===== src/fifo_status_consts.svh =====
// register offsets, field positions and reset values of the status group
`ifndef FIFO_STATUS_CONSTS_SVH
`define FIFO_STATUS_CONSTS_SVH
`define OFS_PRIMARY_FLAGS 8'h03
`define OFS_FIFO_DATA 8'h02
`define OFS_FIFO_FILL_COUNT 8'h04
`define OFS_SECONDARY_FLAGS 8'h05
`define OFS_IRQ_ENABLE_MASK 8'h06
`define OFS_FIFO_THRESHOLD 8'h29
`define FIFO_CAPACITY 7'h40
`define BIT_PENDING 3
`define BIT_ERROR_SUMMARY 2
`define BIT_NEARLY_FULL 1
`define BIT_NEARLY_EMPTY 0
`define BIT_TIMER_ACTIVE 7
`define BIT_EEPROM_DONE 6
`define BIT_CRC_DONE 5
`define BIT_WRITE_POLARITY 7
`define ENABLE_FIELD_MASK 8'h3F
`define RESET_FILL_COUNT 7'h00
`define RESET_ENABLE 6'h00
`define RESET_SECONDARY 8'h60
`define RESET_THRESHOLD 6'h08
`endif


===== src/fifo_status_pkg.sv =====
// types shared by the status and interrupt enable group
package fifo_status_pkg;
  typedef logic [7:0] byte_t;
  typedef logic [5:0] enable_t;
endpackage


===== src/fifo_status_irq_enable.sv =====
// status registers, fifo fill counter and interrupt enable mask
`timescale 1ns/100ps
`default_nettype none
`include "fifo_status_consts.svh"

module fifo_status_irq_enable
  import fifo_status_pkg::*;
#(
  parameter int FIFO_DEPTH = 64
) (
  input wire logic core_clk,
  input wire logic rst_n,
  input wire logic [7:0] reg_addr,
  input wire logic [7:0] reg_wdata,
  input wire logic reg_write,
  input wire logic reg_read,
  output logic [7:0] reg_rdata,
  input wire logic [7:0] error_flag_register,
  input wire logic timer_active,
  input wire logic eeprom_write_done,
  input wire logic crc_done,
  input wire logic [2:0] rx_final_bit_count,
  input wire logic [5:0] irq_requests,
  output logic fifo_nearly_full,
  output logic fifo_nearly_empty,
  output logic irq_pending,
  output logic [6:0] fifo_fill_count
);

  enable_t irq_enable_mask;
  logic [5:0] fifo_threshold;
  byte_t secondary_flags;
  logic error_summary;
  logic fifo_push;
  logic fifo_pop;
  logic [6:0] next_fill;
  logic next_full;
  logic next_empty;
  logic next_pending;
  byte_t primary_flags;
  byte_t next_rdata;

  assign fifo_push = reg_write && reg_addr == `OFS_FIFO_DATA;
  assign fifo_pop = reg_read && reg_addr == `OFS_FIFO_DATA;

  always_comb begin
    next_fill = fifo_fill_count;
    if (fifo_push && !fifo_pop && fifo_fill_count < 7'(FIFO_DEPTH)) begin
      next_fill = fifo_fill_count + 7'h01;
    end else if (fifo_pop && !fifo_push && fifo_fill_count != 7'h00) begin
      next_fill = fifo_fill_count - 7'h01;
    end
  end

  always_ff @(posedge core_clk or negedge rst_n) begin
    if (!rst_n) begin
      fifo_fill_count <= `RESET_FILL_COUNT;
    end else begin
      fifo_fill_count <= next_fill;
    end
  end

  always_ff @(posedge core_clk or negedge rst_n) begin
    if (!rst_n) begin
      fifo_threshold <= `RESET_THRESHOLD;
    end else if (reg_write && reg_addr == `OFS_FIFO_THRESHOLD) begin
      fifo_threshold <= reg_wdata[5:0];
    end
  end

  assign next_full = (`FIFO_CAPACITY - next_fill) <= {1'b0, fifo_threshold};
  assign next_empty = next_fill <= {1'b0, fifo_threshold};

  always_ff @(posedge core_clk or negedge rst_n) begin
    if (!rst_n) begin
      fifo_nearly_full <= 1'b0;
      fifo_nearly_empty <= 1'b1;
    end else begin
      fifo_nearly_full <= next_full;
      fifo_nearly_empty <= next_empty;
    end
  end

  always_ff @(posedge core_clk or negedge rst_n) begin
    if (!rst_n) begin
      irq_enable_mask <= `RESET_ENABLE;
    end else if (reg_write && reg_addr == `OFS_IRQ_ENABLE_MASK) begin
      if (reg_wdata[`BIT_WRITE_POLARITY]) begin
        irq_enable_mask <= irq_enable_mask | reg_wdata[5:0];
      end else begin
        irq_enable_mask <= irq_enable_mask & ~reg_wdata[5:0];
      end
    end
  end

  assign next_pending = |(irq_requests & irq_enable_mask);

  always_ff @(posedge core_clk or negedge rst_n) begin
    if (!rst_n) begin
      irq_pending <= 1'b0;
    end else begin
      irq_pending <= next_pending;
    end
  end

  assign error_summary = |error_flag_register;

  assign primary_flags = {4'h0, irq_pending, error_summary,
                          fifo_nearly_full, fifo_nearly_empty};

  assign secondary_flags = {timer_active, eeprom_write_done, crc_done,
                            2'b00, rx_final_bit_count};

  always_comb begin
    next_rdata = 8'h00;
    unique case (reg_addr)
      `OFS_PRIMARY_FLAGS: next_rdata = primary_flags;
      `OFS_FIFO_FILL_COUNT: next_rdata = {1'b0, fifo_fill_count};
      `OFS_SECONDARY_FLAGS: next_rdata = secondary_flags;
      `OFS_IRQ_ENABLE_MASK: next_rdata = {2'b00, irq_enable_mask};
      `OFS_FIFO_THRESHOLD: next_rdata = {2'b00, fifo_threshold};
      default: next_rdata = 8'h00;
    endcase
  end

  always_ff @(posedge core_clk or negedge rst_n) begin
    if (!rst_n) begin
      reg_rdata <= 8'h00;
    end else if (reg_read) begin
      reg_rdata <= next_rdata;
    end else begin
      reg_rdata <= 8'h00;
    end
  end

  AST_PUSH_COUNTS: assert property (
    @(posedge core_clk) disable iff (!rst_n)
    fifo_push && !fifo_pop && fifo_fill_count < 7'(FIFO_DEPTH)
    |=> fifo_fill_count == $past(fifo_fill_count) + 7'h01)
    else $error("fill count did not rise on push");

  AST_POP_COUNTS: assert property (
    @(posedge core_clk) disable iff (!rst_n)
    fifo_pop && !fifo_push && fifo_fill_count != 7'h00
    |=> fifo_fill_count == $past(fifo_fill_count) - 7'h01)
    else $error("fill count did not fall on pop");

  AST_NEARLY_FULL: assert property (
    @(posedge core_clk) disable iff (!rst_n)
    fifo_nearly_full == ((7'h40 - fifo_fill_count) <= {1'b0, fifo_threshold}))
    else $error("nearly full flag wrong");

  AST_NEARLY_EMPTY: assert property (
    @(posedge core_clk) disable iff (!rst_n)
    fifo_nearly_empty == (fifo_fill_count <= {1'b0, fifo_threshold}))
    else $error("nearly empty flag wrong");

  AST_ENABLE_SET: assert property (
    @(posedge core_clk) disable iff (!rst_n)
    reg_write && reg_addr == 8'h06 && reg_wdata[7]
    |=> irq_enable_mask == ($past(irq_enable_mask) | $past(reg_wdata[5:0])))
    else $error("enable set write wrong");

  AST_ENABLE_CLEAR: assert property (
    @(posedge core_clk) disable iff (!rst_n)
    reg_write && reg_addr == 8'h06 && !reg_wdata[7]
    |=> irq_enable_mask == ($past(irq_enable_mask) & ~$past(reg_wdata[5:0])))
    else $error("enable clear write wrong");

  AST_PENDING: assert property (
    @(posedge core_clk) disable iff (!rst_n)
    ##1 irq_pending == $past(|(irq_requests & irq_enable_mask)))
    else $error("pending bit wrong");

  AST_SECONDARY_READ: assert property (
    @(posedge core_clk) disable iff (!rst_n)
    reg_read && reg_addr == 8'h05
    |=> reg_rdata[4:3] == 2'b00 && reg_rdata[7] == $past(timer_active))
    else $error("secondary flags read wrong");

  AST_ERROR_READ: assert property (
    @(posedge core_clk) disable iff (!rst_n)
    reg_read && reg_addr == 8'h03
    |=> reg_rdata[2] == $past(|error_flag_register) && reg_rdata[7:4] == 4'h0)
    else $error("error summary read wrong");

  AST_ERROR_CLEAR: assert property (
    @(posedge core_clk) disable iff (!rst_n)
    reg_read && reg_addr == `OFS_PRIMARY_FLAGS && error_flag_register == 8'h00
    |=> !reg_rdata[`BIT_ERROR_SUMMARY])
    else $error("error summary set without error");

  AST_FILL_READ: assert property (
    @(posedge core_clk) disable iff (!rst_n)
    reg_read && reg_addr == `OFS_FIFO_FILL_COUNT
    |=> reg_rdata == {1'b0, $past(fifo_fill_count)})
    else $error("fill count read wrong");

  AST_FILL_BOUND: assert property (
    @(posedge core_clk) disable iff (!rst_n)
    fifo_fill_count <= 7'(FIFO_DEPTH))
    else $error("fill count above depth");

  AST_PUSH_FULL_HOLD: assert property (
    @(posedge core_clk) disable iff (!rst_n)
    fifo_push && fifo_fill_count == 7'(FIFO_DEPTH)
    |=> fifo_fill_count == 7'(FIFO_DEPTH))
    else $error("fill count moved on push at full");

  AST_POP_EMPTY_HOLD: assert property (
    @(posedge core_clk) disable iff (!rst_n)
    fifo_pop && fifo_fill_count == 7'h00
    |=> fifo_fill_count == 7'h00)
    else $error("fill count moved on pop at empty");

  AST_FILL_IDLE: assert property (
    @(posedge core_clk) disable iff (!rst_n)
    !fifo_push && !fifo_pop
    |=> $stable(fifo_fill_count))
    else $error("fill count moved without access");

  AST_ALERT_READ: assert property (
    @(posedge core_clk) disable iff (!rst_n)
    reg_read && reg_addr == `OFS_PRIMARY_FLAGS
    |=> reg_rdata[1] == $past(fifo_nearly_full)
        && reg_rdata[0] == $past(fifo_nearly_empty))
    else $error("alert bits read wrong");

  AST_PENDING_READ: assert property (
    @(posedge core_clk) disable iff (!rst_n)
    reg_read && reg_addr == `OFS_PRIMARY_FLAGS
    |=> reg_rdata[`BIT_PENDING] == $past(irq_pending))
    else $error("pending bit read wrong");

  AST_EEPROM_READ: assert property (
    @(posedge core_clk) disable iff (!rst_n)
    reg_read && reg_addr == `OFS_SECONDARY_FLAGS
    |=> reg_rdata[`BIT_EEPROM_DONE] == $past(eeprom_write_done))
    else $error("eeprom done read wrong");

  AST_CRC_READ: assert property (
    @(posedge core_clk) disable iff (!rst_n)
    reg_read && reg_addr == `OFS_SECONDARY_FLAGS
    |=> reg_rdata[`BIT_CRC_DONE] == $past(crc_done))
    else $error("crc done read wrong");

  AST_LAST_BITS_READ: assert property (
    @(posedge core_clk) disable iff (!rst_n)
    reg_read && reg_addr == `OFS_SECONDARY_FLAGS
    |=> reg_rdata[2:0] == $past(rx_final_bit_count))
    else $error("last bit count read wrong");

  AST_ENABLE_READ: assert property (
    @(posedge core_clk) disable iff (!rst_n)
    reg_read && reg_addr == `OFS_IRQ_ENABLE_MASK
    |=> reg_rdata == {2'b00, $past(irq_enable_mask)})
    else $error("enable mask read wrong");

  AST_ENABLE_HOLD: assert property (
    @(posedge core_clk) disable iff (!rst_n)
    !(reg_write && reg_addr == `OFS_IRQ_ENABLE_MASK)
    |=> $stable(irq_enable_mask))
    else $error("enable mask changed without write");

  AST_PENDING_MASKED: assert property (
    @(posedge core_clk) disable iff (!rst_n)
    (irq_requests & irq_enable_mask) == 6'h00
    |=> !irq_pending)
    else $error("pending without enabled request");

  AST_RDATA_IDLE: assert property (
    @(posedge core_clk) disable iff (!rst_n)
    !reg_read
    |=> reg_rdata == 8'h00)
    else $error("read data not zero outside read");

  AST_UNMAPPED_READ: assert property (
    @(posedge core_clk) disable iff (!rst_n)
    reg_read && !(reg_addr inside {8'h03, 8'h04, 8'h05, 8'h06, 8'h29})
    |=> reg_rdata == 8'h00)
    else $error("unmapped read not zero");

  AST_THRESHOLD_WRITE: assert property (
    @(posedge core_clk) disable iff (!rst_n)
    reg_write && reg_addr == `OFS_FIFO_THRESHOLD
    |=> fifo_threshold == $past(reg_wdata[5:0]))
    else $error("threshold write wrong");

endmodule // fifo_status_irq_enable
`default_nettype wire


===== config.mk =====
export PLATFORM = sky130hd
export DESIGN_NAME = fifo_status_irq_enable
export DESIGN_NICKNAME = d
export VERILOG_FILES = /design/src/fifo_status_pkg.sv /design/src/fifo_status_irq_enable.sv
export VERILOG_INCLUDE_DIRS = /design/src /design/src/src
export SDC_FILE = /design/constraint.sdc
export NUM_CORES = 1
export LEC_CHECK = 0
export ABC_AREA = 1
export BUFFER_PORTS_ARGS = -buffer_cell sky130_fd_sc_hd__clkbuf_2
export CORE_MARGIN = 2
export CORE_UTILIZATION = 30
export DETAILED_ROUTE_END_ITERATION = 12
export PLACE_DENSITY = 0.49
export SYNTH_ARGS = -nofsm -noshare
export SYNTH_HDL_FRONTEND = slang
export SYNTH_SLANG_ARGS = --single-unit

===== constraint.sdc =====
create_clock -name core_clk -period 6.6 [get_ports core_clk]
set_input_delay 1.32 -clock core_clk [delete_from_list [all_inputs] [get_ports core_clk]]
set_output_delay 1.32 -clock core_clk [all_outputs]
set_load 0.005 [all_outputs]

# Word-level counts from Yosys, hierarchy flattened
# Cells that the tools add are included.
# W data, S select, Z words.
[word_totals]
ram_bits = 0
romBits = 0
wordCells = 41
latchBits = 0
reg_bits = 30
memories = 0
output_inout_bits = 18
input_bits = 40
[classes]
n_reduce_logical = 13
div_mod_pow = 0
mul = 0
order_cmp = 3
mux = 5
addsub = 3
n_eq_ne = 6
shifts = 0
bitwise = 4
[op_table]
columns = ["op", "count"]
rows = [
  ["$pmux W8 S5", 1],
  ["$eq A8 B3 Y1 const B", 3],
  ["$eq A8 B2 Y1 const B", 2],
  ["$le A7 B6 Y1", 2],
  ["$mux W7", 2],
  ["$and A6 B6 Y6", 2],
  ["$eq A8 B6 Y1 const B", 1],
  ["$logic_and A1 B1 Y1", 8],
  ["$mux W8", 1],
  ["$reduce_or A8 Y1", 1],
  ["$add A7 B1 Y7 const B", 1],
  ["$lt A7 B7 Y1 const B", 1],
  ["$reduce_bool A7 Y1", 1],
  ["$sub A7 B1 Y7 const B", 1],
  ["$sub A7 B7 Y7 const A", 1],
  ["$mux W6", 1],
  ["$not A6 Y6", 1],
  ["$or A6 B6 Y6", 1],
  ["$reduce_or A6 Y1", 1],
  ["$logic_not A1 Y1", 2],
]

# Depth between registers and ports, before layout
[depth]
depth_word = 9
mapped_depth = 20
ltp_nobuf = 20

# Worst setup path before layout
# No wires, ideal clock.
[synth_timing]
kind = "input-to-reg"
startpoint = "input port reg_addr[7]"
endpoint = "register fifo_nearly_full"
required_ns = 6.480
stages = 17
t_arrival_ns = 3.419
slack_ns = 3.061
setup_time_ns = 0.120
n_path_buf = 0
cell_sequence = "nor2_1 nand2_1 nor2_8 nand3_4 o21ai_1 nand2_1 nand2_2 inv_1 ha_1 nand2_2 nor2_4 xor2_1 ha_1 nand3_1 o21bai_1 a21oi_1 nor2_2"
[synth_via]
elab_chain_cells = 9
elab_cells_between_ends = 13
cone_classes = "add/sub: 1; order compare: 1; eq/ne: 1; mux: 2; reduce/logical: 8"
[synth_lines]
columns = ["element", "line", "source"]
rows = [
  ["start, declared", "fifo_status_irq_enable.sv:13", "input wire logic [7:0] reg_addr,"],
  ["$eq A8 B2 Y1 (no line) *", "n/a", ""],
  ["$logic_and A1 B1 Y1 (no line)", "n/a", ""],
  ["$logic_not A1 Y1", "fifo_status_irq_enable.sv:50", "end else if (fifo_pop && !fifo_push && fifo_fill_count != 7'h00) begin"],
  ["$logic_and A1 B1 Y1 (2 in series)", "fifo_status_irq_enable.sv:50", ""],
  ["$mux W7", "fifo_status_irq_enable.sv:50", ""],
  ["$mux W7 *", "fifo_status_irq_enable.sv:48", "if (fifo_push && !fifo_pop && fifo_fill_count < 7'(FIFO_DEPTH)) begin"],
  ["net next_fill[1]", "fifo_status_irq_enable.sv:36", "logic [6:0] next_fill;"],
  ["$sub A7 B7 Y7 (no line) *", "n/a", ""],
  ["$le A7 B6 Y1 *", "fifo_status_irq_enable.sv:71", "assign next_full = (`FIFO_CAPACITY - next_fill) <= {1'b0, fifo_threshold};"],
  ["net next_full", "fifo_status_irq_enable.sv:37", "logic next_full;"],
  ["end signal, assigned", "fifo_status_irq_enable.sv:79", "fifo_nearly_full <= next_full;"],
  ["end, declared", "fifo_status_irq_enable.sv:24", "output logic fifo_nearly_full,"],
]
# Mark *: on every way through the listed nets, which the timed path passes. The rest lies on a longest branch.
# A chain may end at the register's enable or synchronous reset.

# Final worst setup path
[layout_timing]
startpoint = "input port reg_addr[0]"
endpoint = "register fifo_nearly_full"
# Same word-level chain as after synthesis.

==> out/results.txt <==
cts bufs inserted -> 5
length of the first detailed-routing pass in iterations -> 4
GP Congestion -> 0.8128
Final Hold Viols -> 0
average detailed-routed wire length per instance -> 13.06 µm
data required time of the worst path -> 6.78 ns
total routed wirelength -> 5.876 mm
crit path DAT -> 3.90 ns
Final setup violation count -> 0
global-route congestion overflow total -> 0
reported max-cap violation count -> 0
final count of pins violating max slew -> 0
LEAKAGE -> 1.401 nW
timing-limited maximum frequency -> 269.3 MHz
share of power burned in combinational logic -> 15.0%
overall power after layout -> 0.4628 mW
global-route wire length before repair -> 9.763 mm
switching power as a share of total power -> 28.76%
floorplan die area -> 7967 µm²
CTS tree -> built
net switching power -> 0.1331 mW
CTS Hold Buffers Added -> 0
Max-slew headroom -> 46.19%
Clk network pwr share -> 42.8%
pre-CTS setup slack -> 2.560 ns
clock latency on the worst-skew pair -> 0.29 ns
row count -> 31
die boundary height -> 89.26 µm
via count normalized by instance count -> 4.647
I/O Buffers -> 56
final critical-path setup slack -> 2.886 ns
largest net degree at the start of global routing -> 31
CTS-repair resized insts -> 0
number of nets in the layout -> 405
synthesized cell area -> 2181 µm²
Synthesis Warnings -> 0
Worst Clk Skew -> 0.005375 ns
dominant cells by area after synthesis -> sky130_fd_sc_hd__dfrtp_1 (32%), sky130_fd_sc_hd__nand2_1 (9.1%), sky130_fd_sc_hd__ha_1 (8.6%)
top cell type's share of synthesized area -> 32.13%
number of antenna violations at the first check in global routing -> 0
Worst Tran Pin Value -> 0.8071 ns
power density over the cells -> 172.7 nW/µm²
VDD IR max -> 68.77 µV
Post-CTS Setup Bufs -> 0
n_diodes -> 0
setup slack on the worst flop-to-flop path -> 3.42 ns
width of the die -> 89.26 µm
post-detail-place hpwl -> 4.697 mm
RSZ-0062 raised after global routing -> no
worst hold path type -> flip-flop to flip-flop
Sum Neg Setup Slack -> 0 ns
largest driver fanout on the critical path -> 9
power share of the sequential group -> 42.2%
area added between synthesis and finish -> 22.89%
clock root cell -> sky130_fd_sc_hd__clkbuf_8
CTS HTree Levels -> 2
net count after synthesis -> 346
cell count after synthesis -> 291
Finished Cell Area -> 2680 µm²
Std-Cell Core Area -> 7137 µm²
fraction of layout cells with a size suffix above 1 -> 25.64%
register clock-pin slew on the reported worst setup and hold paths -> 0.08 ns
Initial Util -> 30.56%
number of top-level design ports -> 58
placed cell areas -> 2566 µm²
Power Internal -> 0.3297 mW
Most used DFF post-synth -> sky130_fd_sc_hd__dfrtp_1
Setup crit start kind -> input pin
overall via count from detail_route -> 2091
number of enable-type register cells in the synthesized netlist -> 0
endpoint class of the critical path -> flip-flop
worst setup path category -> input pin to flip-flop
number of distinct library cells after synthesis -> 38
DRC errors left -> 0
top cells by instance count after synthesis -> sky130_fd_sc_hd__nand2_1 (53), sky130_fd_sc_hd__inv_1 (42), sky130_fd_sc_hd__nor2_1 (32)
Reg2Reg Launch Point -> fifo_fill_count[0]
flop and latch count out of synthesis -> 30
number of global-route vias before repair -> 2036
Async SR Flop Fraction -> 100.0%
number of violations reported at the end of detailed-routing iteration 0 -> 108
status -> finished clean
final worst-path cycle share -> 56.27%
Num Clock Sinks -> 30
endpoint of the worst register-to-register path -> fifo_nearly_full
cell accounting for the most synthesized area -> sky130_fd_sc_hd__dfrtp_1
min cycle time layout -> 3.714 ns
maximum count of clock buffers along a single path -> 2
per-instance average area after synthesis -> 7.494 µm²
remaining number of nets flagged by the antenna check after routing -> 0
overall track demand over capacity in global routing -> 16.16%
Worst Hold Path Cells -> 2
number of cells traversed by the worst register-to-register path -> 20
leading cell type by number of instances after synthesis -> sky130_fd_sc_hd__nand2_1
post-synthesis sequential area ratio -> 34.54%
how the worst max path moves through the flow:
stage,from,to,slack [ns]
after floorplan,reg_addr[7],fifo_nearly_full,3.06
after global placement,reg_addr[0],fifo_nearly_full,2.59
after detailed placement,reg_addr[0],fifo_nearly_full,2.56
after CTS,reg_addr[0],fifo_nearly_full,2.87
after global routing,reg_addr[0],fifo_nearly_full,2.65
final,reg_addr[0],fifo_nearly_full,2.89
area by class of cell:
cell class / count / area (µm²)
Clock buffer: 5 / 68.82
Clock inverter: 3 / 45.04
Fill cell: 804 / 4457
Inverter: 47 / 176.4
Multi-Input combinational cell: 210 / 1232
Sequential cell: 30 / 753.2
Tap cell: 99 / 123.9
Timing Repair Buffer: 56 / 280.3
per-stage QoR:
| stage | std cells | hold WS [ns] | utilization (%) |
|---|---|---|---|
| after floorplan | 291 | 0.4797 | - |
| after global placement | 442 | 0.5212 | 35.96 |
| after detailed placement | 442 | 0.5268 | 35.96 |
| after CTS | 450 | 0.5476 | 37.55 |
| after global routing | 450 | 0.5761 | 37.55 |
| final | 450 | 0.5429 | 37.55 |
cells by family after synthesis:
family / count (synthesis) / share of synthesized area [%]
fa+ha+maj: 15 / 8.606
flops: 30 / 34.54
xor+xnor: 8 / 3.213
buf+inv: 51 / 8.950
mux: 1 / 0.5163
simple gates: 144 / 32.59
compound gates: 42 / 11.59
placed cells by master (no fill, tap or decap), drive strengths merged, types with 2 or more instances in the layout:
cell,synthesis,routed
nand2,63,63
clkbuf,1,61
inv,45,45
nor2,38,38
dfrtp,28,28
nand3,26,26
ha,15,15
a21oi,14,14
o21ai,13,13
nand4,7,7
nor3,6,6
xor2,6,6
a221oi,4,4
o22ai,3,3
nor4,3,3
clkinv,2,2
xnor2,2,2
a31oi,2,2
o21bai,2,2
clkinvlp,0,2
dfstp,2,2
per-layer routing:
metal	wire [µm]	track usage, %	up-vias
li1	-	-	1074
met1	2825	21.63	972
met2	2756	26.94	38
met3	246	3.509	7
met4	46	3.256	0
met5	0	0	-
critical path, cell delays in order:
cell,delay [ns]
sky130_fd_sc_hd__clkbuf_2,0.15
sky130_fd_sc_hd__nor2_4,0.25
sky130_fd_sc_hd__nand2_4,0.09
sky130_fd_sc_hd__nor2_8,0.17
sky130_fd_sc_hd__nand3_4,0.16
sky130_fd_sc_hd__o21ai_1,0.16
sky130_fd_sc_hd__nand2_1,0.07
sky130_fd_sc_hd__nand2_2,0.13
sky130_fd_sc_hd__inv_1,0.06
sky130_fd_sc_hd__ha_1,0.23
sky130_fd_sc_hd__nand2_2,0.10
sky130_fd_sc_hd__nor2_4,0.05
sky130_fd_sc_hd__xor2_1,0.14
sky130_fd_sc_hd__ha_1,0.29
sky130_fd_sc_hd__nand3_1,0.10
sky130_fd_sc_hd__o21bai_1,0.16
sky130_fd_sc_hd__a21oi_1,0.19
sky130_fd_sc_hd__nor2_2,0.06
power by group through the flow:
stage / Sequential [mW] / Clock [mW] / Combinational [mW]
floorplan: 0.197 / 0 / 0.0405
global placement: 0.199 / 0 / 0.0687
detailed placement: 0.199 / 0 / 0.0703
CTS: 0.196 / 0.203 / 0.0705
global route: 0.196 / 0.210 / 0.0806
finish: 0.195 / 0.198 / 0.0692
Power figures use the tool's default switching activity.
